`src/hw/rca_pkg.sv`:
```
// Purpose: constants and carrier types of the clock control, trim and alarm block
// Assumes: 32-bit apb, 16-bit registers in the low half of each word
// Notes: the value registers behind the two windows live in a neighbouring block
package rca_pkg;

    // register byte addresses
    localparam logic [11:0] RCA_ADDR_CFGCAL = 12'h000;
    localparam logic [11:0] RCA_ADDR_PAD = 12'h004;
    localparam logic [11:0] RCA_ADDR_ALCFG = 12'h008;
    localparam logic [11:0] RCA_ADDR_TWIN = 12'h00c;
    localparam logic [11:0] RCA_ADDR_AWIN = 12'h010;

    // clock_config_calibration fields
    localparam int RCA_CFG_EN_BIT = 15;
    localparam int RCA_CFG_WREN_BIT = 13;
    localparam int RCA_CFG_SYNC_BIT = 12;
    localparam int RCA_CFG_HALF_BIT = 11;
    localparam int RCA_CFG_OE_BIT = 10;
    localparam int RCA_PTR_LSB = 8;
    // pad_configuration fields
    localparam int RCA_PAD_SECSEL_BIT = 1;
    localparam int RCA_PAD_BUF_BIT = 0;
    // alarm_configuration fields
    localparam int RCA_AL_EN_BIT = 15;
    localparam int RCA_AL_CHIME_BIT = 14;
    localparam int RCA_AL_MASK_LSB = 10;

    // reset values
    localparam logic [15:0] RCA_CFG_RST = 16'h0000;
    localparam logic [1:0] RCA_PAD_RST = 2'h0;
    localparam logic [15:0] RCA_ALCFG_RST = 16'h0000;

    // alarm interval codes
    localparam logic [3:0] RCA_IV_HALF = 4'h0;
    localparam logic [3:0] RCA_IV_10SEC = 4'h2;
    localparam logic [3:0] RCA_IV_MIN = 4'h3;
    localparam logic [3:0] RCA_IV_10MIN = 4'h4;
    localparam logic [3:0] RCA_IV_HOUR = 4'h5;
    localparam logic [3:0] RCA_IV_DAY = 4'h6;
    localparam logic [3:0] RCA_IV_WEEK = 4'h7;
    localparam logic [3:0] RCA_IV_MONTH = 4'h8;
    localparam logic [3:0] RCA_IV_YEAR = 4'h9;
    localparam logic [7:0] RCA_FEB_BCD = 8'h02;
    localparam logic [7:0] RCA_DAY29_BCD = 8'h29;

    // timing
    localparam int RCA_CLK_HZ = 125_000_000;
    localparam int RCA_OSC_HZ = 32768;
    localparam int RCA_OSC_DIV = RCA_CLK_HZ / RCA_OSC_HZ;
    localparam int RCA_PULSES_PER_SEC = 32768;
    localparam int RCA_CAL_STEP = 4;
    localparam int RCA_RIPPLE_PULSES = 32;
    localparam logic [5:0] RCA_LAST_SEC = 6'h3b;

    typedef struct packed {
        logic [7:0] year;
        logic [7:0] month;
        logic [7:0] day;
        logic [7:0] weekday;
        logic [7:0] hours;
        logic [7:0] minutes;
        logic [7:0] seconds;
    } rca_time_t;

    typedef struct packed {
        logic strobe;
        logic write;
        logic alarm;
        logic [1:0] ptr;
        logic [1:0] bytes;
        logic [15:0] wdata;
    } rca_win_t;

endpackage
```
`src/hw/rca_ctrl.sv`:
```
// Purpose: control, drift trim, window pointers and alarm configuration of the clock unit
// Assumes: rst_n is the power-on reset; time and alarm values come from a neighbour
// Notes: apb slave answers with pready in the second access cycle
`timescale 1ns/1ps

module rca_ctrl #(
    parameter int PULSES_PER_SEC = rca_pkg::RCA_PULSES_PER_SEC
) (
    // clock and power-on reset
    input wire logic sys_clk,
    input wire logic rst_n,
    // apb slave
    input wire logic [11:0] paddr,
    input wire logic psel,
    input wire logic penable,
    input wire logic pwrite,
    input wire logic [31:0] pwdata,
    input wire logic [3:0] pstrb,
    output logic [31:0] prdata,
    output logic pready,
    output logic pslverr,
    // value registers in the neighbouring block
    input wire rca_pkg::rca_time_t time_now,
    input wire rca_pkg::rca_time_t alarm_val,
    input wire logic [15:0] win_rdata,
    output rca_pkg::rca_win_t win_acc,
    output logic sec_tick,
    output logic run,
    // pads
    output logic clk_pin_out,
    output logic clk_pin_oe_n,
    output logic pmp_ttl_sel
);
    import rca_pkg::*;

    localparam logic [11:0] OSC_DIV_M1 = 12'(RCA_OSC_DIV - 1);
    localparam logic signed [17:0] SEC_END = 18'(PULSES_PER_SEC - 1);
    localparam logic signed [17:0] HALF_AT = 18'(PULSES_PER_SEC / 2);
    localparam logic signed [17:0] RIPPLE_AT = 18'(PULSES_PER_SEC - RCA_RIPPLE_PULSES);
    localparam logic signed [17:0] CAL_STEP = 18'(RCA_CAL_STEP);

    logic en_r, wren_r, oe_r, ripple_r;
    logic [1:0] tptr_r, aptr_r;
    logic [7:0] cal_r;
    logic secsel_r, buf_r;
    logic al_en_r, chime_r;
    logic [3:0] ival_r;
    logic [7:0] rpt_r;
    logic [11:0] osc_div_r;
    logic osc_tick_r;
    logic signed [17:0] psc_r;
    logic [5:0] sec_cnt_r;
    logic half_r, half_tick_r, eval_r, eval_half_r;
    logic alarm_pulse_r;
    logic pready_r, pslverr_r;
    logic [31:0] prdata_r;
    rca_win_t win_acc_r;
    logic sec_tick_r;

    ////////////////////////////////////////////////////////////////////////////
    // apb decode

    logic acc, wr, hi_wr, lo_wr;
    logic sel_cfg, sel_pad, sel_al, sel_tw, sel_aw, mapped;
    logic win_ok, win_step, sec_end, minutes_seconds_value_lo_wr, alarm_hit;

    assign acc = psel && penable && pready_r;
    assign wr = acc && pwrite;
    assign hi_wr = wr && pstrb[1];
    assign lo_wr = wr && pstrb[0];
    assign sel_cfg = paddr == RCA_ADDR_CFGCAL;
    assign sel_pad = paddr == RCA_ADDR_PAD;
    assign sel_al = paddr == RCA_ADDR_ALCFG;
    assign sel_tw = paddr == RCA_ADDR_TWIN;
    assign sel_aw = paddr == RCA_ADDR_AWIN;
    assign mapped = sel_cfg || sel_pad || sel_al || sel_tw || sel_aw;
    // window writes pass only while unlocked; reads always pass
    assign win_ok = !pwrite || wren_r;
    // any read steps the pointer; a write only if it hits the high byte
    assign win_step = acc && win_ok && (!pwrite || pstrb[1]);
    assign minutes_seconds_value_lo_wr = lo_wr && sel_tw && wren_r && tptr_r == 2'h0;
    assign sec_end = osc_tick_r && en_r && psc_r >= SEC_END;

    always_ff @(posedge sys_clk or negedge rst_n) begin
        if (!rst_n) begin
            pready_r <= 1'b0;
            pslverr_r <= 1'b0;
            prdata_r <= 32'h0000_0000;
        end else if (psel && penable && !pready_r) begin
            pready_r <= 1'b1;
            pslverr_r <= !mapped;
            prdata_r <= 32'h0000_0000;
            if (sel_cfg) begin
                prdata_r[15:0] <= {en_r, 1'b0, wren_r, ripple_r, half_r, oe_r, tptr_r, cal_r};
            end
            if (sel_pad) begin
                prdata_r[1:0] <= {secsel_r, buf_r};
            end
            if (sel_al) begin
                prdata_r[15:0] <= {al_en_r, chime_r, ival_r, aptr_r, rpt_r};
            end
            if (sel_tw || sel_aw) begin
                prdata_r[15:0] <= win_rdata;
            end
        end else begin
            pready_r <= 1'b0;
            pslverr_r <= 1'b0;
        end
    end

    ////////////////////////////////////////////////////////////////////////////
    // clock_config_calibration, power-on reset only

    always_ff @(posedge sys_clk or negedge rst_n) begin
        if (!rst_n) begin
            en_r <= RCA_CFG_RST[RCA_CFG_EN_BIT];
            wren_r <= RCA_CFG_RST[RCA_CFG_WREN_BIT];
            oe_r <= RCA_CFG_RST[RCA_CFG_OE_BIT];
            cal_r <= RCA_CFG_RST[7:0];
        end else if (sel_cfg) begin
            if (hi_wr) begin
                wren_r <= pwdata[RCA_CFG_WREN_BIT];
                oe_r <= pwdata[RCA_CFG_OE_BIT];
                if (wren_r) begin
                    en_r <= pwdata[RCA_CFG_EN_BIT];
                end
            end
            if (lo_wr) begin
                cal_r <= pwdata[7:0];
            end
        end
    end

    // time window pointer: software write or a step toward zero
    always_ff @(posedge sys_clk or negedge rst_n) begin
        if (!rst_n) begin
            tptr_r <= RCA_CFG_RST[RCA_PTR_LSB+:2];
        end else if (hi_wr && sel_cfg) begin
            tptr_r <= pwdata[RCA_PTR_LSB+:2];
        end else if (win_step && sel_tw && tptr_r != 2'h0) begin
            tptr_r <= tptr_r - 2'h1;
        end
    end

    ////////////////////////////////////////////////////////////////////////////
    // pad_configuration

    always_ff @(posedge sys_clk or negedge rst_n) begin
        if (!rst_n) begin
            secsel_r <= RCA_PAD_RST[RCA_PAD_SECSEL_BIT];
            buf_r <= RCA_PAD_RST[RCA_PAD_BUF_BIT];
        end else if (lo_wr && sel_pad) begin
            secsel_r <= pwdata[RCA_PAD_SECSEL_BIT];
            buf_r <= pwdata[RCA_PAD_BUF_BIT];
        end
    end

    ////////////////////////////////////////////////////////////////////////////
    // window access strobe to the value registers

    always_ff @(posedge sys_clk or negedge rst_n) begin
        if (!rst_n) begin
            win_acc_r <= '0;
        end else begin
            win_acc_r.strobe <= acc && win_ok && (sel_tw || sel_aw);
            win_acc_r.write <= pwrite;
            win_acc_r.alarm <= sel_aw;
            win_acc_r.ptr <= sel_aw ? aptr_r : tptr_r;
            win_acc_r.bytes <= pwrite ? pstrb[1:0] : 2'h3;
            win_acc_r.wdata <= pwdata[15:0];
        end
    end

    ////////////////////////////////////////////////////////////////////////////
    // timebase: free-running oscillator divider, prescaler with trim, seconds in the minute

    always_ff @(posedge sys_clk or negedge rst_n) begin
        if (!rst_n) begin
            osc_div_r <= 12'h000;
            osc_tick_r <= 1'b0;
        end else begin
            osc_tick_r <= osc_div_r == OSC_DIV_M1;
            osc_div_r <= (osc_div_r == OSC_DIV_M1) ? 12'h000 : osc_div_r + 12'h001;
        end
    end

    always_ff @(posedge sys_clk or negedge rst_n) begin
        if (!rst_n) begin
            psc_r <= 18'sh00000;
        end else if (minutes_seconds_value_lo_wr) begin
            psc_r <= 18'sh00000;
        end else if (sec_end) begin
            if (sec_cnt_r == RCA_LAST_SEC) begin
                psc_r <= CAL_STEP * 18'(signed'(cal_r));
            end else begin
                psc_r <= 18'sh00000;
            end
        end else if (osc_tick_r && en_r) begin
            psc_r <= psc_r + 18'sh00001;
        end
    end

    always_ff @(posedge sys_clk or negedge rst_n) begin
        if (!rst_n) begin
            sec_cnt_r <= 6'h00;
        end else if (sec_end) begin
            sec_cnt_r <= (sec_cnt_r == RCA_LAST_SEC) ? 6'h00 : sec_cnt_r + 6'h01;
        end
    end

    // status and tick pulses
    always_ff @(posedge sys_clk or negedge rst_n) begin
        if (!rst_n) begin
            half_r <= 1'b0;
            half_tick_r <= 1'b0;
            ripple_r <= 1'b0;
            sec_tick_r <= 1'b0;
            eval_r <= 1'b0;
            eval_half_r <= 1'b0;
        end else begin
            half_r <= !minutes_seconds_value_lo_wr && psc_r >= HALF_AT;
            half_tick_r <= osc_tick_r && en_r && psc_r == HALF_AT - 18'sh00001;
            ripple_r <= en_r && psc_r >= RIPPLE_AT;
            sec_tick_r <= sec_end;
            // compare one cycle after the neighbour takes the tick
            eval_r <= sec_tick_r;
            eval_half_r <= half_tick_r;
        end
    end

    ////////////////////////////////////////////////////////////////////////////
    // alarm match

    logic m_s1, m_sec, m_m1, m_min, m_hr, m_wd, m_day, m_mon, leap, match, eval;

    assign m_s1 = time_now.seconds[3:0] == alarm_val.seconds[3:0];
    assign m_sec = time_now.seconds == alarm_val.seconds;
    assign m_m1 = time_now.minutes[3:0] == alarm_val.minutes[3:0];
    assign m_min = time_now.minutes == alarm_val.minutes;
    assign m_hr = time_now.hours == alarm_val.hours;
    assign m_wd = time_now.weekday == alarm_val.weekday;
    assign m_day = time_now.day == alarm_val.day;
    assign m_mon = time_now.month == alarm_val.month;
    // bcd year divisible by four
    assign leap = time_now.year[4] ? (time_now.year[3:0] == 4'h2 || time_now.year[3:0] == 4'h6)
                                   : (time_now.year[1:0] == 2'h0 && time_now.year[3:0] != 4'hc);
    assign eval = (ival_r == RCA_IV_HALF) ? (eval_half_r || eval_r) : eval_r;

    always_comb begin
        match = 1'b1;
        if (ival_r > RCA_IV_YEAR) begin
            match = 1'b0;
        end
        if (ival_r >= RCA_IV_10SEC && !m_s1) begin
            match = 1'b0;
        end
        if (ival_r >= RCA_IV_MIN && !m_sec) begin
            match = 1'b0;
        end
        if (ival_r >= RCA_IV_10MIN && !m_m1) begin
            match = 1'b0;
        end
        if (ival_r >= RCA_IV_HOUR && !m_min) begin
            match = 1'b0;
        end
        if (ival_r >= RCA_IV_DAY && !m_hr) begin
            match = 1'b0;
        end
        if (ival_r == RCA_IV_WEEK && !m_wd) begin
            match = 1'b0;
        end
        if (ival_r >= RCA_IV_MONTH && !m_day) begin
            match = 1'b0;
        end
        if (ival_r == RCA_IV_YEAR && !m_mon) begin
            match = 1'b0;
        end
        if (ival_r == RCA_IV_YEAR && alarm_val.month == RCA_FEB_BCD && alarm_val.day == RCA_DAY29_BCD
            && !leap) begin
            match = 1'b0;
        end
    end

    assign alarm_hit = al_en_r && en_r && eval && match;

    ////////////////////////////////////////////////////////////////////////////
    // alarm_configuration; a software write wins over the event update

    always_ff @(posedge sys_clk or negedge rst_n) begin
        if (!rst_n) begin
            al_en_r <= RCA_ALCFG_RST[RCA_AL_EN_BIT];
            chime_r <= RCA_ALCFG_RST[RCA_AL_CHIME_BIT];
            ival_r <= RCA_ALCFG_RST[RCA_AL_MASK_LSB+:4];
            rpt_r <= RCA_ALCFG_RST[7:0];
        end else begin
            if (alarm_hit) begin
                if (rpt_r == 8'h00 && !chime_r) begin
                    al_en_r <= 1'b0;
                end
                if (rpt_r != 8'h00 || chime_r) begin
                    rpt_r <= rpt_r - 8'h01;
                end
            end
            if (hi_wr && sel_al) begin
                al_en_r <= pwdata[RCA_AL_EN_BIT];
                chime_r <= pwdata[RCA_AL_CHIME_BIT];
                ival_r <= pwdata[RCA_AL_MASK_LSB+:4];
            end
            if (lo_wr && sel_al) begin
                rpt_r <= pwdata[7:0];
            end
        end
    end

    always_ff @(posedge sys_clk or negedge rst_n) begin
        if (!rst_n) begin
            aptr_r <= RCA_ALCFG_RST[RCA_PTR_LSB+:2];
        end else if (hi_wr && sel_al) begin
            aptr_r <= pwdata[RCA_PTR_LSB+:2];
        end else if (win_step && sel_aw && aptr_r != 2'h0) begin
            aptr_r <= aptr_r - 2'h1;
        end
    end

    ////////////////////////////////////////////////////////////////////////////
    // output pin

    always_ff @(posedge sys_clk or negedge rst_n) begin
        if (!rst_n) begin
            alarm_pulse_r <= 1'b0;
            clk_pin_out <= 1'b0;
            clk_pin_oe_n <= 1'b1;
        end else begin
            alarm_pulse_r <= alarm_hit;
            clk_pin_out <= secsel_r ? !half_r : alarm_pulse_r;
            clk_pin_oe_n <= !oe_r;
        end
    end

    assign prdata = prdata_r;
    assign pready = pready_r;
    assign pslverr = pslverr_r;
    assign win_acc = win_acc_r;
    assign sec_tick = sec_tick_r;
    assign run = en_r;
    assign pmp_ttl_sel = buf_r;

    ////////////////////////////////////////////////////////////////////////////
    // checks

    a_enable_locked: assert property (@(posedge sys_clk) disable iff (!rst_n)
        !wren_r |=> $stable(en_r))
        else $error("enable changed while locked");
    a_window_write_gate: assert property (@(posedge sys_clk) disable iff (!rst_n)
        win_acc_r.strobe && win_acc_r.write |-> $past(wren_r))
        else $error("window write passed while locked");
    a_count_halted: assert property (@(posedge sys_clk) disable iff (!rst_n)
        !en_r && !minutes_seconds_value_lo_wr |=> $stable(psc_r))
        else $error("prescaler ran while disabled");
    a_half_cleared: assert property (@(posedge sys_clk) disable iff (!rst_n)
        minutes_seconds_value_lo_wr |=> !half_r ##1 !half_r)
        else $error("half flag not cleared");
    a_pointer_step: assert property (@(posedge sys_clk) disable iff (!rst_n)
        win_step && sel_tw && tptr_r != 2'h0 && !(hi_wr && sel_cfg) |=> tptr_r == $past(tptr_r) - 2'h1)
        else $error("time pointer did not step");
    a_pin_enable: assert property (@(posedge sys_clk) disable iff (!rst_n)
        !oe_r |=> clk_pin_oe_n)
        else $error("pin driven with output disabled");
    a_alarm_selfclear: assert property (@(posedge sys_clk) disable iff (!rst_n)
        alarm_hit && rpt_r == 8'h00 && !chime_r && !(hi_wr && sel_al) |=> !al_en_r)
        else $error("alarm enable not cleared");
    a_chime_wrap: assert property (@(posedge sys_clk) disable iff (!rst_n)
        alarm_hit && rpt_r == 8'h00 && chime_r && !(lo_wr && sel_al) |=> rpt_r == 8'hff)
        else $error("repeat counter did not wrap");
    a_alarm_pulse: assert property (@(posedge sys_clk) disable iff (!rst_n)
        alarm_hit |=> alarm_pulse_r ##1 (clk_pin_out || secsel_r || $past(secsel_r)))
        else $error("alarm pulse missing on pin");
    a_trim_load: assert property (@(posedge sys_clk) disable iff (!rst_n)
        sec_end && sec_cnt_r == RCA_LAST_SEC && !minutes_seconds_value_lo_wr |=> psc_r == CAL_STEP * 18'(signed'($past(cal_r))))
        else $error("trim not applied at minute");
    a_ripple_flag: assert property (@(posedge sys_clk) disable iff (!rst_n)
        sec_tick_r |-> $past(ripple_r))
        else $error("ripple flag low before rollover");

endmodule

```
`config.mk`:
```
export PLATFORM = sky130hd
export DESIGN_NAME = rca_ctrl
export DESIGN_NICKNAME = d
export VERILOG_FILES = /design/src/hw/rca_pkg.sv /design/src/hw/rca_ctrl.sv
export SDC_FILE = /design/constraint.sdc
export NUM_CORES = 1
export LEC_CHECK = 0
export BUFFER_PORTS_ARGS = -buffer_cell sky130_fd_sc_hd__buf_2
export CAP_MARGIN = 15
export CORE_MARGIN = 2
export CORE_UTILIZATION = 40
export CTS_BUF_LIST = sky130_fd_sc_hd__clkbuf_16
export CTS_CLUSTER_SIZE = 24
export DETAILED_ROUTE_END_ITERATION = 10
export PLACE_DENSITY = 0.67
export SLEW_MARGIN = 40
export SYNTH_ARGS = -nofsm -noshare
export SYNTH_HDL_FRONTEND = slang
export SYNTH_SLANG_ARGS = --single-unit
```
`constraint.sdc`:
```
create_clock -name sys_clk -period 6.75 [get_ports sys_clk]
set_input_delay 1.35 -clock sys_clk [delete_from_list [all_inputs] [get_ports sys_clk]]
set_output_delay 1.35 -clock sys_clk [all_outputs]
set_load 0.02 [all_outputs]
```
After elaboration in Yosys (flattened, before gate mapping)
Index checks and enable logic that the tools add are counted.

word-level totals
  flip-flop bits (word level) = 118
  output and inout bits = 62
  input bits = 181

cells by class
  muxes and demuxes = 37
  eq/ne operators = 22
  reduce and logical (&&, ||, !) cells = 87
  magnitude comparators = 10
  add/subtract/negate cells = 6

operators with widths
  kind                                                   number
  2-to-1 mux 18 bit                                      4
  >= comparator 18 x 16 -> 1 bit, second input constant  3
  == test 8 bit                                          6
  2-to-1 mux 16 bit                                      3
  logical AND 1 bit                                      41
  == test 12 x 4 -> 1 bit, second input constant         2
  2-to-1 mux 8 bit                                       3
  adder 18 x 2 -> 18 bit, second input constant          1
  == test 18 x 15 -> 1 bit, second input constant        1
  2-to-1 mux 1 bit                                       18
  zero test 1 bit                                        16
  nonzero test 2 bit                                     8
  2-to-1 mux 2 bit                                       7
  adder 12 x 1 -> 12 bit, second input constant          1
  == test 12 bit, second input constant                  1
  == test 12 x 3 -> 1 bit, second input constant         1
  == test 12 x 5 -> 1 bit, second input constant         1
  >= comparator 4 x 3 -> 1 bit, second input constant    3
  zero test 12 bit                                       1
  2-to-1 mux 12 bit                                      1
  logical OR 1 bit                                       10
  == test 4 x 3 -> 1 bit, second input constant          2
  == test 4 bit                                          2
  == test 8 x 2 -> 1 bit, second input constant          1
  19 further kinds                                       25

Longest topological paths before layout
Gate-level depths: netlist of the first run.

  depth in word-level cells = 15
  mapped depth = 10
  mapped depth without buffers = 9

Worst setup path after synthesis of the first run
No wires, ideal clock.

  path kind = in2reg
  from = input port alarm_val[11] in the netlist's numbering
  to = register rpt_r[7]
  arrival = 3.009 ns
  data required time = 6.618 ns
  stages = 8
  setup slack = 3.609 ns
  buffers on the path = 0
  cells stage by stage = xor2_1 -> nor4_4 -> o2111ai_1 -> nor4_2 -> nand3_2 -> nor4b_4 -> xnor2_1 -> o21ai_1

between the ends
  longest elaborated chain between the ends = 13

RTL lines
  element                            line             source
  start, declared                    rca_ctrl.sv:24   input wire rca_pkg::rca_time_t alarm_val,
  == test 4 bit                      rca_ctrl.sv:238  assign m_m1 = time_now.minutes[3:0] == alarm_val.minutes[3:0];
  zero test 1 bit                    rca_ctrl.sv:260  if (ival_r >= RCA_IV_10MIN && !m_m1) begin
  logical AND 1 bit                  rca_ctrl.sv:260
  2-to-1 mux 1 bit                   rca_ctrl.sv:260
  2-to-1 mux 1 bit (*)               rca_ctrl.sv:263  if (ival_r >= RCA_IV_HOUR && !m_min) begin
  2-to-1 mux 1 bit (*)               rca_ctrl.sv:266  if (ival_r >= RCA_IV_DAY && !m_hr) begin
  2-to-1 mux 1 bit (*)               rca_ctrl.sv:269  if (ival_r == RCA_IV_WEEK && !m_wd) begin
  2-to-1 mux 1 bit (*)               rca_ctrl.sv:272  if (ival_r >= RCA_IV_MONTH && !m_day) begin
  2-to-1 mux 1 bit (*)               rca_ctrl.sv:275  if (ival_r == RCA_IV_YEAR && !m_mon) begin
  2-to-1 mux 1 bit (*)               rca_ctrl.sv:278  if (ival_r == RCA_IV_YEAR && alarm_val.month == RCA_FEB_BCD && alarm_val.day == RCA_DAY29_BCD
  logical AND 1 bit (*)              rca_ctrl.sv:284  assign alarm_hit = al_en_r && en_r && eval && match;
  nonzero test 2 bit (no line) (*)   -
  AND reduction 2 bit (no line) (*)  -
  end signal, assigned               rca_ctrl.sv:294  rpt_r <= RCA_ALCFG_RST[7:0];
  end signal, assigned               rca_ctrl.sv:301  rpt_r <= rpt_r - 8'h01;
  end signal, assigned               rca_ctrl.sv:310  rpt_r <= pwdata[7:0];
  end, declared                      rca_ctrl.sv:48   logic [7:0] rpt_r;

Every way passes the cells marked *; elsewhere a longest branch is shown, timed or not.
A chain may end at the register's enable or synchronous reset.

Final worst setup path of the first run
  from = register psc_r[1]
  to = register psc_r[16]

between the ends
  longest elaborated chain between the ends = 4

RTL lines
  element                                                                          line                             source
  start, declared                                                                  rca_ctrl.sv:51                   logic signed [17:0] psc_r;
  start signal, assigned                                                           rca_ctrl.sv:194                  psc_r <= CAL_STEP * 18'(signed'(cal_r));
  start signal, assigned                                                           rca_ctrl.sv:199                  psc_r <= psc_r + 18'sh00001;
  adder 18 x 2 -> 18 bit / >= comparator 18 x 16 -> 1 bit (equally long branches)  rca_ctrl.sv:199, rca_ctrl.sv:82
  2-to-1 mux 18 bit / logical AND 1 bit (equally long branches)                    rca_ctrl.sv:198, rca_ctrl.sv:82
  2-to-1 mux 18 bit                                                                rca_ctrl.sv:192                  end else if (sec_end) begin
  2-to-1 mux 18 bit                                                                rca_ctrl.sv:190                  end else if (minutes_seconds_value_lo_wr) begin

Parallel ways exist; a longest one is shown, timed or not. The select of a mux whose other input is x is not followed.

==> key figures, run 1 <==
Worst setup path
  • Setup crit start kind: flip-flop
  • CP arrival: 3.81 ns
  • CP required: approximately 7 ns
  • Critical Path Source: psc_r[1]
  • Crit Reg-Reg Startpoint: psc_r[1]
  • Worst r2r dst: psc_r[16]
  • R2R depth: 9
  • Critical path fanouts, max: 31
  • CP Class: flip-flop to flip-flop
  • Type of destination of the critical path: flip-flop
  • FF-to-FF setup slack: roughly 3.3 ns
  • Worst setup path endpoint: psc_r[16]

Route
  • Routed length per instance: ~15 µm
  • Via/cell ratio: 5.09
  • DR DRC count: 0
  • 1st-iter DRT viols: 385
  • First drt pass iteration count: 6
  • Total number of vias: 5489
  • Total wire length: 16400 µm
  • Antenna-violating nets left: 0

GRT
  • First-pass GRT wire length: 26100 µm
  • Pin count of the biggest net entering global routing: between 60 and 70
  • Initial antenna violation count: 0
  • Vias in the first global route: 5112
  • Grt total ovfl: 0
  • GRT Total Usage: 20.0%

Finish
  • Layout area overhead: 27.4%
  • Antenna cells: 0
  • Total Nets Final: 1045
  • Layout cells sized above 1: 31.3%
  • Fin util: a little over half

Synthesis
  • Ys Warns: 0
  • Cell Area, Synth: 6310 µm²
  • Largest family of logic cells by synthesized area: simple AND/OR/NAND/NOR gates
  • EDFF count, synth: 0
  • Xor/xnor cell area share of the yosys netlist: 9.15%
  • Seq cells post-synth: 118
  • Synth Area in Simple Gates: between 10% and 20%
  • Ys flop type: dfrtp_1
  • Post-synth top area cell: dfrtp_1
  • Yosys cell types: 62
  • Syn Area/Cell: 9.58 µm²
  • Compound-gate portion of the synthesized area: 13.4%
  • Synth Area in Adders: 1.59%
  • Post-synthesis sequential area ratio: 46.8%
  • Top cells by area, synth: dfrtp_1 (46%), xor2_1 (6.2%), nand2_1 (5.1%)
  • Yosys top cell area share: 46.4%
  • Post-synth ARST share: 100%
  • Fraction of synthesized area in multiplexers: 4.93%
  • Mapped Cells: 659

Floorplanning
  • Die Y-Extent: 130 µm
  • Core area: around 15000 µm²
  • Io pins: 243
  • Initial Util: 41.2%
  • Die Footprint: between 15000 and 20000 µm²
  • Die width: 130 µm
  • Placement Rows: 45

Power
  • Net Sw Frac: about 22%
  • Comb power frac: 7.7%
  • P_int: 1.38 mW
  • PwrDens: 219 nW/µm²
  • Sequential power share: 40.6%
  • Switching pwr: 0.388 mW
  • Peak supply drop: about 0.00018 V
  • Leak: 3.92 nW
  • Clock power share: 51.6%

Timing
  • Worst Max-Slew Pin Slew: 0.793 ns
  • RSZ-0062 raised after global routing: no
  • Fmax: 288 MHz
  • Max_slew headroom: a little under half
  • # setup viols final: 0
  • Tcrit/Tclk final: 51.4%
  • Skew final: 0.00720 ns
  • Setup_tns: 0 ns
  • Final Hold Fails: 0
  • Min Tclk post-route: roughly 3.5 ns
  • Pins Over Slew Limit: 0

Placement
  • Dpl hpwl: between 10000 and 15000 µm
  • Final Wtd Congestion: slightly below 0.9
  • I/O Buffers: 197

CTS
  • Setup bufs post-CTS: 0
  • Clock sink count: 118
  • Cts-stage hold buffer count: 0
  • Clk root buf: clkbuf_16
  • Post_cts resized: 0
  • TritonCTS clock tree: built
  • CTS Buffer Depth: 2
  • Total CTS buffers: 17
  • Reg clk slew, reported paths: ~0.050 ns
  • Clk_lat worst skew: ~0.42 ns
  • H-tree lvl count: 4

Hold path
  • Hold crit path type: flip-flop to flip-flop

Status
  • Status: finished clean

Flow run
  • Max Cap Violations: 0
[Yosys cell counts, types with 3 or more instances]
library cell and count:
dfrtp_1 117, nand2_1 86, o21ai_0 49, xor2_1 45, nor2_1 41, a21oi_1 28
mux2_2 25, nor3_1 25, buf_4 21, xnor2_1 21, inv_1 20, nand3_1 19
o21ai_1 17, a22oi_1 15, clkbuf_1 15, nor4_1 13, nand4_1 9, and3_1 8
ha_1 8, or3_1 6, a31oi_1 5, a211oi_1 3, a311oi_1 3, mux2i_1 3
nand2b_1 3, nand3b_1 3, nor4b_1 3
[layout make-up]
cell class / count / area [µm²]
tap: 211 / 264
clock inverter: 14 / 168
inverter: 21 / 78.8
sequential: 118 / 2950
fill: 1431 / 7270
clock buffer: 17 / 425
timing repair buffer: 203 / 1040
multi-input combinational: 495 / 3110
[metrics by stage]
stage / instances / hold WS [ns] / power [mW] / cell area [µm²] / worst slack [ns]
5_1_grt: 1079 / 0.370 / 1.82 / 8040 / 2.94
6_report: 1079 / 0.347 / 1.76 / 8040 / 3.28
3_3_place_gp: 1047 / 0.334 / 0.863 / 7420 / 3.07
3_5_place_dp: 1048 / 0.337 / 0.865 / 7440 / 3.06
2_1_floorplan: 674 / 0.331 / 0.789 / 6370 / 3.61
4_1_cts: 1079 / 0.349 / 1.77 / 8030 / 3.29
[critical path, stage by stage (launching register included)]
cell,delay [ns]
dfrtp_1,0.44
ha_1,0.25
inv_1,0.12
nor4_4,0.38
a211oi_1,0.19
or3_1,0.68
inv_2,0.52
and3_1,0.48
o21ai_1,0.13
a21oi_1,0.19
[routing by layer]
layer / wire [µm] / GRT usage [%] / vias up
met5: 0 / 0 / -
met4: 464 / 9.30 / 0
met3: 799 / 4.54 / 28
met2: 7590 / 30.8 / 167
met1: 7500 / 26.9 / 2605
li1: - / - / 2689
[sequential cells by signal, indices dropped and copies added, names as in the netlist, 2 cells and up]
register   flops
tptr_r         2
ival_r         4
rpt_r          8
sec_cnt_r      6
prdata        16
cal_r          8
psc_r         18
aptr_r         2
osc_div_r     12
win_acc       23
[kinds of logic after synthesis]
group,Yosys count
xor gates and xnor gates,66
buffers and inverters,61
AOI/OAI and AO/OA,141
DFF,118
and+or+nand+nor,236
adders and majority gates,8
muxes,28
other,1
[how the worst min path moves through the flow]
stage / start / end / slack, ns / cells past startpoint
2_1_floorplan: half_tick_r / eval_half_r / 0.33 / 0
3_3_place_gp: half_tick_r / eval_half_r / 0.33 / 0
3_5_place_dp: half_tick_r / eval_half_r / 0.34 / 0
4_1_cts: half_tick_r / eval_half_r / 0.35 / 0
5_1_grt: half_tick_r / eval_half_r / 0.37 / 0
6_report: half_tick_r / eval_half_r / 0.35 / 0
[cells in the final DEF, fill, tap and decap left out, types with 3 or more instances in the layout]
cell type	instances
or3_1	6
o21ai_1	17
a21oi_1	27
nor2_1	40
and3_1	8
a31oi_1	5
bufinv_16	4
nor3_1	25
a22oi_1	15
a211oi_1	3
ha_1	8
dfrtp_1	117
inv_1	22
buf_4	5
nand3b_1	3
a311oi_1	3
xor2_1	45
mux2_2	25
clkinv_1	4
o21ai_0	49
buf_2	196
clkbuf_16	17
nand2b_1	3
nor4_1	13
nand2_1	86
nand4_1	9
conb_1	16
nand3_1	19
xnor2_1	21
mux2i_1	3
[power by group through the flow]
stage          clock network (mW)  registers (mW)  logic (mW)
3_5_place_dp                    0           0.728       0.137
4_1_cts                     0.920           0.716       0.138
6_report                    0.910           0.716       0.136
5_1_grt                     0.959           0.716       0.149
2_1_floorplan                   0           0.738      0.0512
3_3_place_gp                    0           0.728       0.135
Power figures use the tool's default switching activity.
==> run 2: changes to the inputs <==
==> constraint.sdc (replaced) <==
create_clock -name sys_clk -period 3.2 [get_ports sys_clk]
set_input_delay 0.64 -clock sys_clk [delete_from_list [all_inputs] [get_ports sys_clk]]
set_output_delay 0.64 -clock sys_clk [all_outputs]
set_load 0.02 [all_outputs]
==> key figures, run 2 (synthesized netlist as in run 1, its figures left out) <==
Worst setup path
  • Crit Reg-Reg Startpoint: psc_r[1]
  • Worst setup path endpoint: psc_r[6]
  • Setup crit start kind: flip-flop
  • CP required: 3.49 ns (-3.60 ns)
  • Critical Path Source: psc_r[1]
  • Critical path fanouts, max: 19 (-39%)
  • R2R depth: 10 (+1)
  • FF-to-FF setup slack: 0.41 ns (-2.87 ns)
  • CP arrival: 3.07 ns (-0.74 ns)
  • CP Class: flip-flop to flip-flop
  • Worst r2r dst: psc_r[6]
  • Type of destination of the critical path: flip-flop

Finish
  • Most frequent cells in the layout: buf_2 (196), dfrtp_1 (117), nand2_1 (86)
  • Layout cells sized above 1: 32.3% (+1.0 points)
  • Filler cell count: 1443 (+0.84%)
  • Fin cells: 1092 (+1.2%)
  • Layout area overhead: 29.4%
  • Antenna cells: 0 (unchanged)
  • Number of flip-flops in the largest register: 23 (unchanged)
  • Most common cell after layout, fill and taps aside: buf_2
  • Total Nets Final: 1057 (+1.1%)

Timing
  • Pins Over Slew Limit: 0 (unchanged)
  • Skew final: 0.00733 ns (+0.000127 ns)
  • Worst Max-Slew Pin Slew: 0.609 ns (-0.183 ns)
  • RSZ-0062 raised after global routing: no
  • # setup viols final: 0 (unchanged)
  • Max_slew headroom: 58.8% (+12 points)
  • Setup_tns: 0 ns (unchanged)
  • Final Hold Fails: 0 (unchanged)
  • Min Tclk post-route: 2.79 ns (-0.683 ns)
  • Tcrit/Tclk final: 87.0% (+36 points)
  • Fmax: 359 MHz (+25%)

Floorplanning
  • Die Footprint: 16800 µm² (unchanged)
  • Initial Util: 41.2% (unchanged)
  • Die Y-Extent: 130 µm (unchanged)
  • Core area: 15300 µm² (unchanged)
  • Io pins: 243 (unchanged)
  • Placement Rows: 45 (unchanged)
  • Die width: 130 µm (unchanged)

Power
  • PwrDens: 470 nW/µm² (+110%)
  • P_int: 3.00 mW (+120%)
  • Overall power: 3.84 mW (+120%)
  • Switching pwr: 0.841 mW (+120%)
  • Peak supply drop: 0.000373 V (+100%)
  • Net Sw Frac: 21.9% (-0.10 points)
  • Leak: 4.00 nW (+2.0%)
  • Clock power share: 53.1% (+1.5 points)
  • Sequential power share: 39.3% (-1.3 points)
  • Comb power frac: 7.5% (-0.2 points)

Route
  • DR DRC count: 0 (unchanged)
  • Via/cell ratio: 5.07 (-0.43%)
  • Antenna-violating nets left: 0 (unchanged)
  • Routed length per instance: 15.2 µm (+0.36%)
  • Total number of vias: 5531 (+0.77%)
  • First drt pass iteration count: 4 (-2)
  • 1st-iter DRT viols: 446 (+16%)
  • Total wire length: 16600 µm (+1.6%)

CTS
  • Clk_lat worst skew: 0.42 ns (about the same)
  • CTS Buffer Depth: 2 (unchanged)
  • Clk root buf: clkbuf_16
  • Reg clk slew, reported paths: 0.06 ns (about the same)
  • Clock sink count: 118 (unchanged)
  • Post_cts resized: 0 (unchanged)
  • H-tree lvl count: 4 (unchanged)
  • Total CTS buffers: 17 (unchanged)
  • Cts-stage hold buffer count: 0 (unchanged)
  • TritonCTS clock tree: built
  • Setup bufs post-CTS: 0 (unchanged)

Placement
  • I/O Buffers: 197 (unchanged)
  • Final Wtd Congestion: 0.837 (-4.8%)
  • Dpl hpwl: 12400 µm (+0.96%)
  • Placed cells: 1060 (+1.1%)

GRT
  • First-pass GRT wire length: 26200 µm (+0.16%)
  • Grt total ovfl: 0 (unchanged)
  • Initial antenna violation count: 0 (unchanged)
  • Vias in the first global route: 5187 (+1.5%)
  • GRT Total Usage: 20.1% (+0.15 points)
  • Pin count of the biggest net entering global routing: 67 (+3.1%)

Flow run
  • Max Cap Violations: 0 (unchanged)

Hold path
  • Hold crit path type: input pin to asynchronous set/reset pin

Status
  • Status: finished clean
## run 2: cell type report
type / count / area (µm²) / area share (%)
Tap cell: 211 / 264 / 3.23
Inverter: 21 / 78.8 / 0.965
Sequential cell: 118 / 2950 / 36.2
Clock inverter: 15 / 211 / 2.59
Clock buffer: 17 / 425 / 5.21
Timing Repair Buffer: 215 / 1140 / 13.9
Multi-Input combinational cell: 495 / 3100 / 37.9
## run 2: worst min-delay path by stage
stage,start,to
6_report,rst_n,prdata[5]
2_1_floorplan,half_tick_r,eval_half_r
4_1_cts,rst_n,prdata[4]
5_1_grt,rst_n,pmp_ttl_sel
3_5_place_dp,half_tick_r,eval_half_r
3_3_place_gp,half_tick_r,eval_half_r
## run 2: stage by stage
stage / setup slack [ns] / util [%] / hold WS, ns / instance area (µm²)
global placement: 0.390 / 49.2 / 0.334 / 7530
global route: 0.166 / 53.3 / 0.0998 / 8170
detailed placement: 0.396 / 49.2 / 0.346 / 7530
floorplan: 0.769 / - / 0.331 / 6370
CTS: 0.427 / 53.3 / 0.0858 / 8170
finish: 0.415 / 53.3 / 0.0897 / 8170
## run 2: power by group through the flow
stage	combinational, mW	clock, mW	sequential [mW]
after floorplan	0.108	0	1.56
after global placement	0.289	0	1.54
after detailed placement	0.291	0	1.54
after CTS	0.292	2.07	1.51
after global routing	0.320	2.14	1.51
final	0.289	2.04	1.51
## run 2: metal layers
layer / GRT usage, % / part of all wire (%)
met1: 26.0 / 45
met2: 33.6 / 48
met3: 5.24 / 5.7
met4: 5.57 / 1.4
met5: 0 / 0
## run 2: critical path: stages, from the launching register on
cell and delay (ns):
dfrtp_1 0.43, ha_1 0.26, inv_1 0.12, nor4_4 0.39, a211oi_1 0.18, or3_1 0.41
inv_2 0.19, buf_4 0.27, nor2_1 0.06, a311oi_1 0.26, nor3_1 0.07
==> run 3: changes to the inputs <==
--- a/config.mk
+++ b/config.mk
@@ -12,7 +12,8 @@
 export CTS_BUF_LIST = sky130_fd_sc_hd__clkbuf_16
 export CTS_CLUSTER_SIZE = 24
 export DETAILED_ROUTE_END_ITERATION = 10
-export PLACE_DENSITY = 0.67
+export GPL_ROUTABILITY_DRIVEN = 0
+export PLACE_DENSITY = 0.7
 export SLEW_MARGIN = 40
 export SYNTH_ARGS = -nofsm -noshare
 export SYNTH_HDL_FRONTEND = slang
==> key figures, run 3 (synthesized netlist as in run 1, its figures left out) <==
Status
  • Status: finished clean

GRT
  • Initial antenna violation count: 0 (unchanged)
  • Vias in the first global route: 5350 (+3.1%)
  • First-pass GRT wire length: 26700 µm (+2.1%)
  • Grt total ovfl: 0 (unchanged)
  • GRT Total Usage: 20.3% (+0.16 points)
  • Pin count of the biggest net entering global routing: 77 (+15%)

Finish
  • Layout cells sized above 1: 32.8% (+0.42 points)
  • Most common cell after layout, fill and taps aside: buf_2
  • Antenna cells: 0 (unchanged)
  • Total Nets Final: 1058 (+0.095%)
  • Fin util: 53.2% (-0.16 points)
  • Layout area overhead: 29.0%
  • Final Instance Area: 8150 µm² (-0.29%)
  • Fin cells: 1093 (+0.092%)
  • Most frequent cells in the layout: buf_2 (196), dfrtp_1 (117), nand2_1 (86)
  • Number of flip-flops in the largest register: 23 (unchanged)

Floorplanning
  • Placement Rows: 45 (unchanged)
  • Die Footprint: 16800 µm² (unchanged)
  • Core area: 15300 µm² (unchanged)
  • Io pins: 243 (unchanged)
  • Die Y-Extent: 130 µm (unchanged)
  • Initial Util: 41.2% (unchanged)
  • Die width: 130 µm (unchanged)

CTS
  • Total CTS buffers: 17 (unchanged)
  • Post_cts resized: 0 (unchanged)
  • TritonCTS clock tree: built
  • Clk root buf: clkbuf_16
  • Cts-stage hold buffer count: 0 (unchanged)
  • Setup bufs post-CTS: 0 (unchanged)
  • CTS Buffer Depth: 2 (unchanged)
  • Clk_lat worst skew: 0.42 ns (about the same)
  • H-tree lvl count: 4 (unchanged)
  • Reg clk slew, reported paths: 0.06 ns (about the same)
  • Clock sink count: 118 (unchanged)

Placement
  • Post-DP Area: 7540 µm² (about the same)
  • Pre-CTS WS: 0.282 ns (-0.115 ns)
  • Placed cells: 1061 (+0.094%)
  • Dpl hpwl: 12300 µm (-0.96%)
  • I/O Buffers: 197 (unchanged)

Worst setup path
  • WP buf/inv: 2 (-1)
  • CP arrival: 3.17 ns (+0.10 ns)
  • Slowest stage delay, CP: 0.45 ns (+0.02 ns)
  • Crit-path slowest cell: dfrtp_1
  • Critical-path cell list: ha_1 -> inv_1 -> nor4_4 -> a211oi_1 -> or3_1 -> inv_2 -> and3_1 -> o21ai_1 -> a21oi_1
  • Delay-heaviest family, CP: simple AND/OR/NAND/NOR gates
  • Setup crit start kind: flip-flop
  • Critical path fanouts, max: 16 (-3)
  • CP Class: flip-flop to flip-flop
  • Type of destination of the critical path: flip-flop
  • CP required: 3.55 ns (+0.06 ns)

Power
  • Peak supply drop: 0.000384 V (+2.8%)
  • PwrDens: 458 nW/µm² (-2.5%)
  • Overall power: 3.73 mW (-2.8%)
  • Leak: 3.99 nW (-0.25%)

Timing
  • Worst Max-Slew Pin Slew: 0.636 ns (+0.0266 ns)
  • Setup_tns: 0 ns (unchanged)
  • Skew final: 0.00549 ns (-0.00184 ns)
  • Tcrit/Tclk final: 88.4% (+1.3 points)
  • Pins Over Slew Limit: 0 (unchanged)
  • # setup viols final: 0 (unchanged)
  • Min Tclk post-route: 2.83 ns (+0.0424 ns)
  • Max_slew headroom: 57.3% (-1.5 points)
  • Fmax: 354 MHz (-1.5%)
  • Hold Worst Slack: 0.202 ns (+0.112 ns)
  • Final Hold Fails: 0 (unchanged)
  • Worst Setup Slack, final: 0.372 ns (-0.0424 ns)
  • RSZ-0062 raised after global routing: no

Route
  • Total number of vias: 5533 (+0.036%)
  • DR DRC count: 0 (unchanged)
  • Total wire length: 16300 µm (-1.8%)
  • Routed length per instance: 14.9 µm (-1.9%)
  • Via/cell ratio: 5.06 (about the same)
  • 1st-iter DRT viols: 336 (-25%)
  • First drt pass iteration count: 4 (unchanged)
  • Antenna-violating nets left: 0 (unchanged)

Flow run
  • Max Cap Violations: 0 (unchanged)

Hold path
  • Hold crit path type: input pin to asynchronous set/reset pin
run 3: cell types whose count changed in the layout (fill, tap and decap cells not counted), sizes merged:
cell	delta
clkinv	+2
buf	+1
bufinv	-2
run 3: final timing paths:
kind                            cells past startpoint   startpoint  slack [ns]           to
worst min register to register                      0  half_tick_r        0.34  eval_half_r
worst max register to register                      9     psc_r[1]        0.37    psc_r[11]
worst min-delay path                                1        rst_n        0.20    prdata[7]
max in group asynchronous                           2        rst_n        2.21  eval_half_r
worst max-delay path                                9     psc_r[1]        0.37    psc_r[11]
min in group sys_clk                                1   pwdata[12]        0.34  win_acc[12]
run 3: cell type report:
type                    count  area, µm²
flip-flops and latches    118       2950
inverters                  21       78.8
multi-input cells         495       3100
clock inverters            15        180
repair buffers            216       1140
fillers                  1443       7170
clock buffers              17        425
well taps                 211        264
run 3: routing by layer:
metal	global-route usage, %	share of wire, %	up-vias
met5	0	0	-
met4	7.08	1.9	0
met3	4.95	5.5	25
met2	33.0	47	147
met1	26.5	45	2641
li1	-	-	2720
run 3: worst register-to-register path: cells and delay by family (launching register included):
family,cells,cell delay [ns]
simple gates,3,1.23
flops,1,0.45
compound gates,3,0.44
buf+inv,2,0.35
fa+ha+maj,1,0.27
run 3: where the power goes:
| part | total, mW | switching [mW] | internal (mW) | leakage (nW) |
|---|---|---|---|---|
| combinational | 0.289 | 0.166 | 0.122 | 2.25 |
| clock | 1.93 | 0.707 | 1.23 | 0.290 |
| sequential | 1.51 | 0.00344 | 1.51 | 1.45 |
| total | 3.73 | 0.877 | 2.85 | 3.99 |
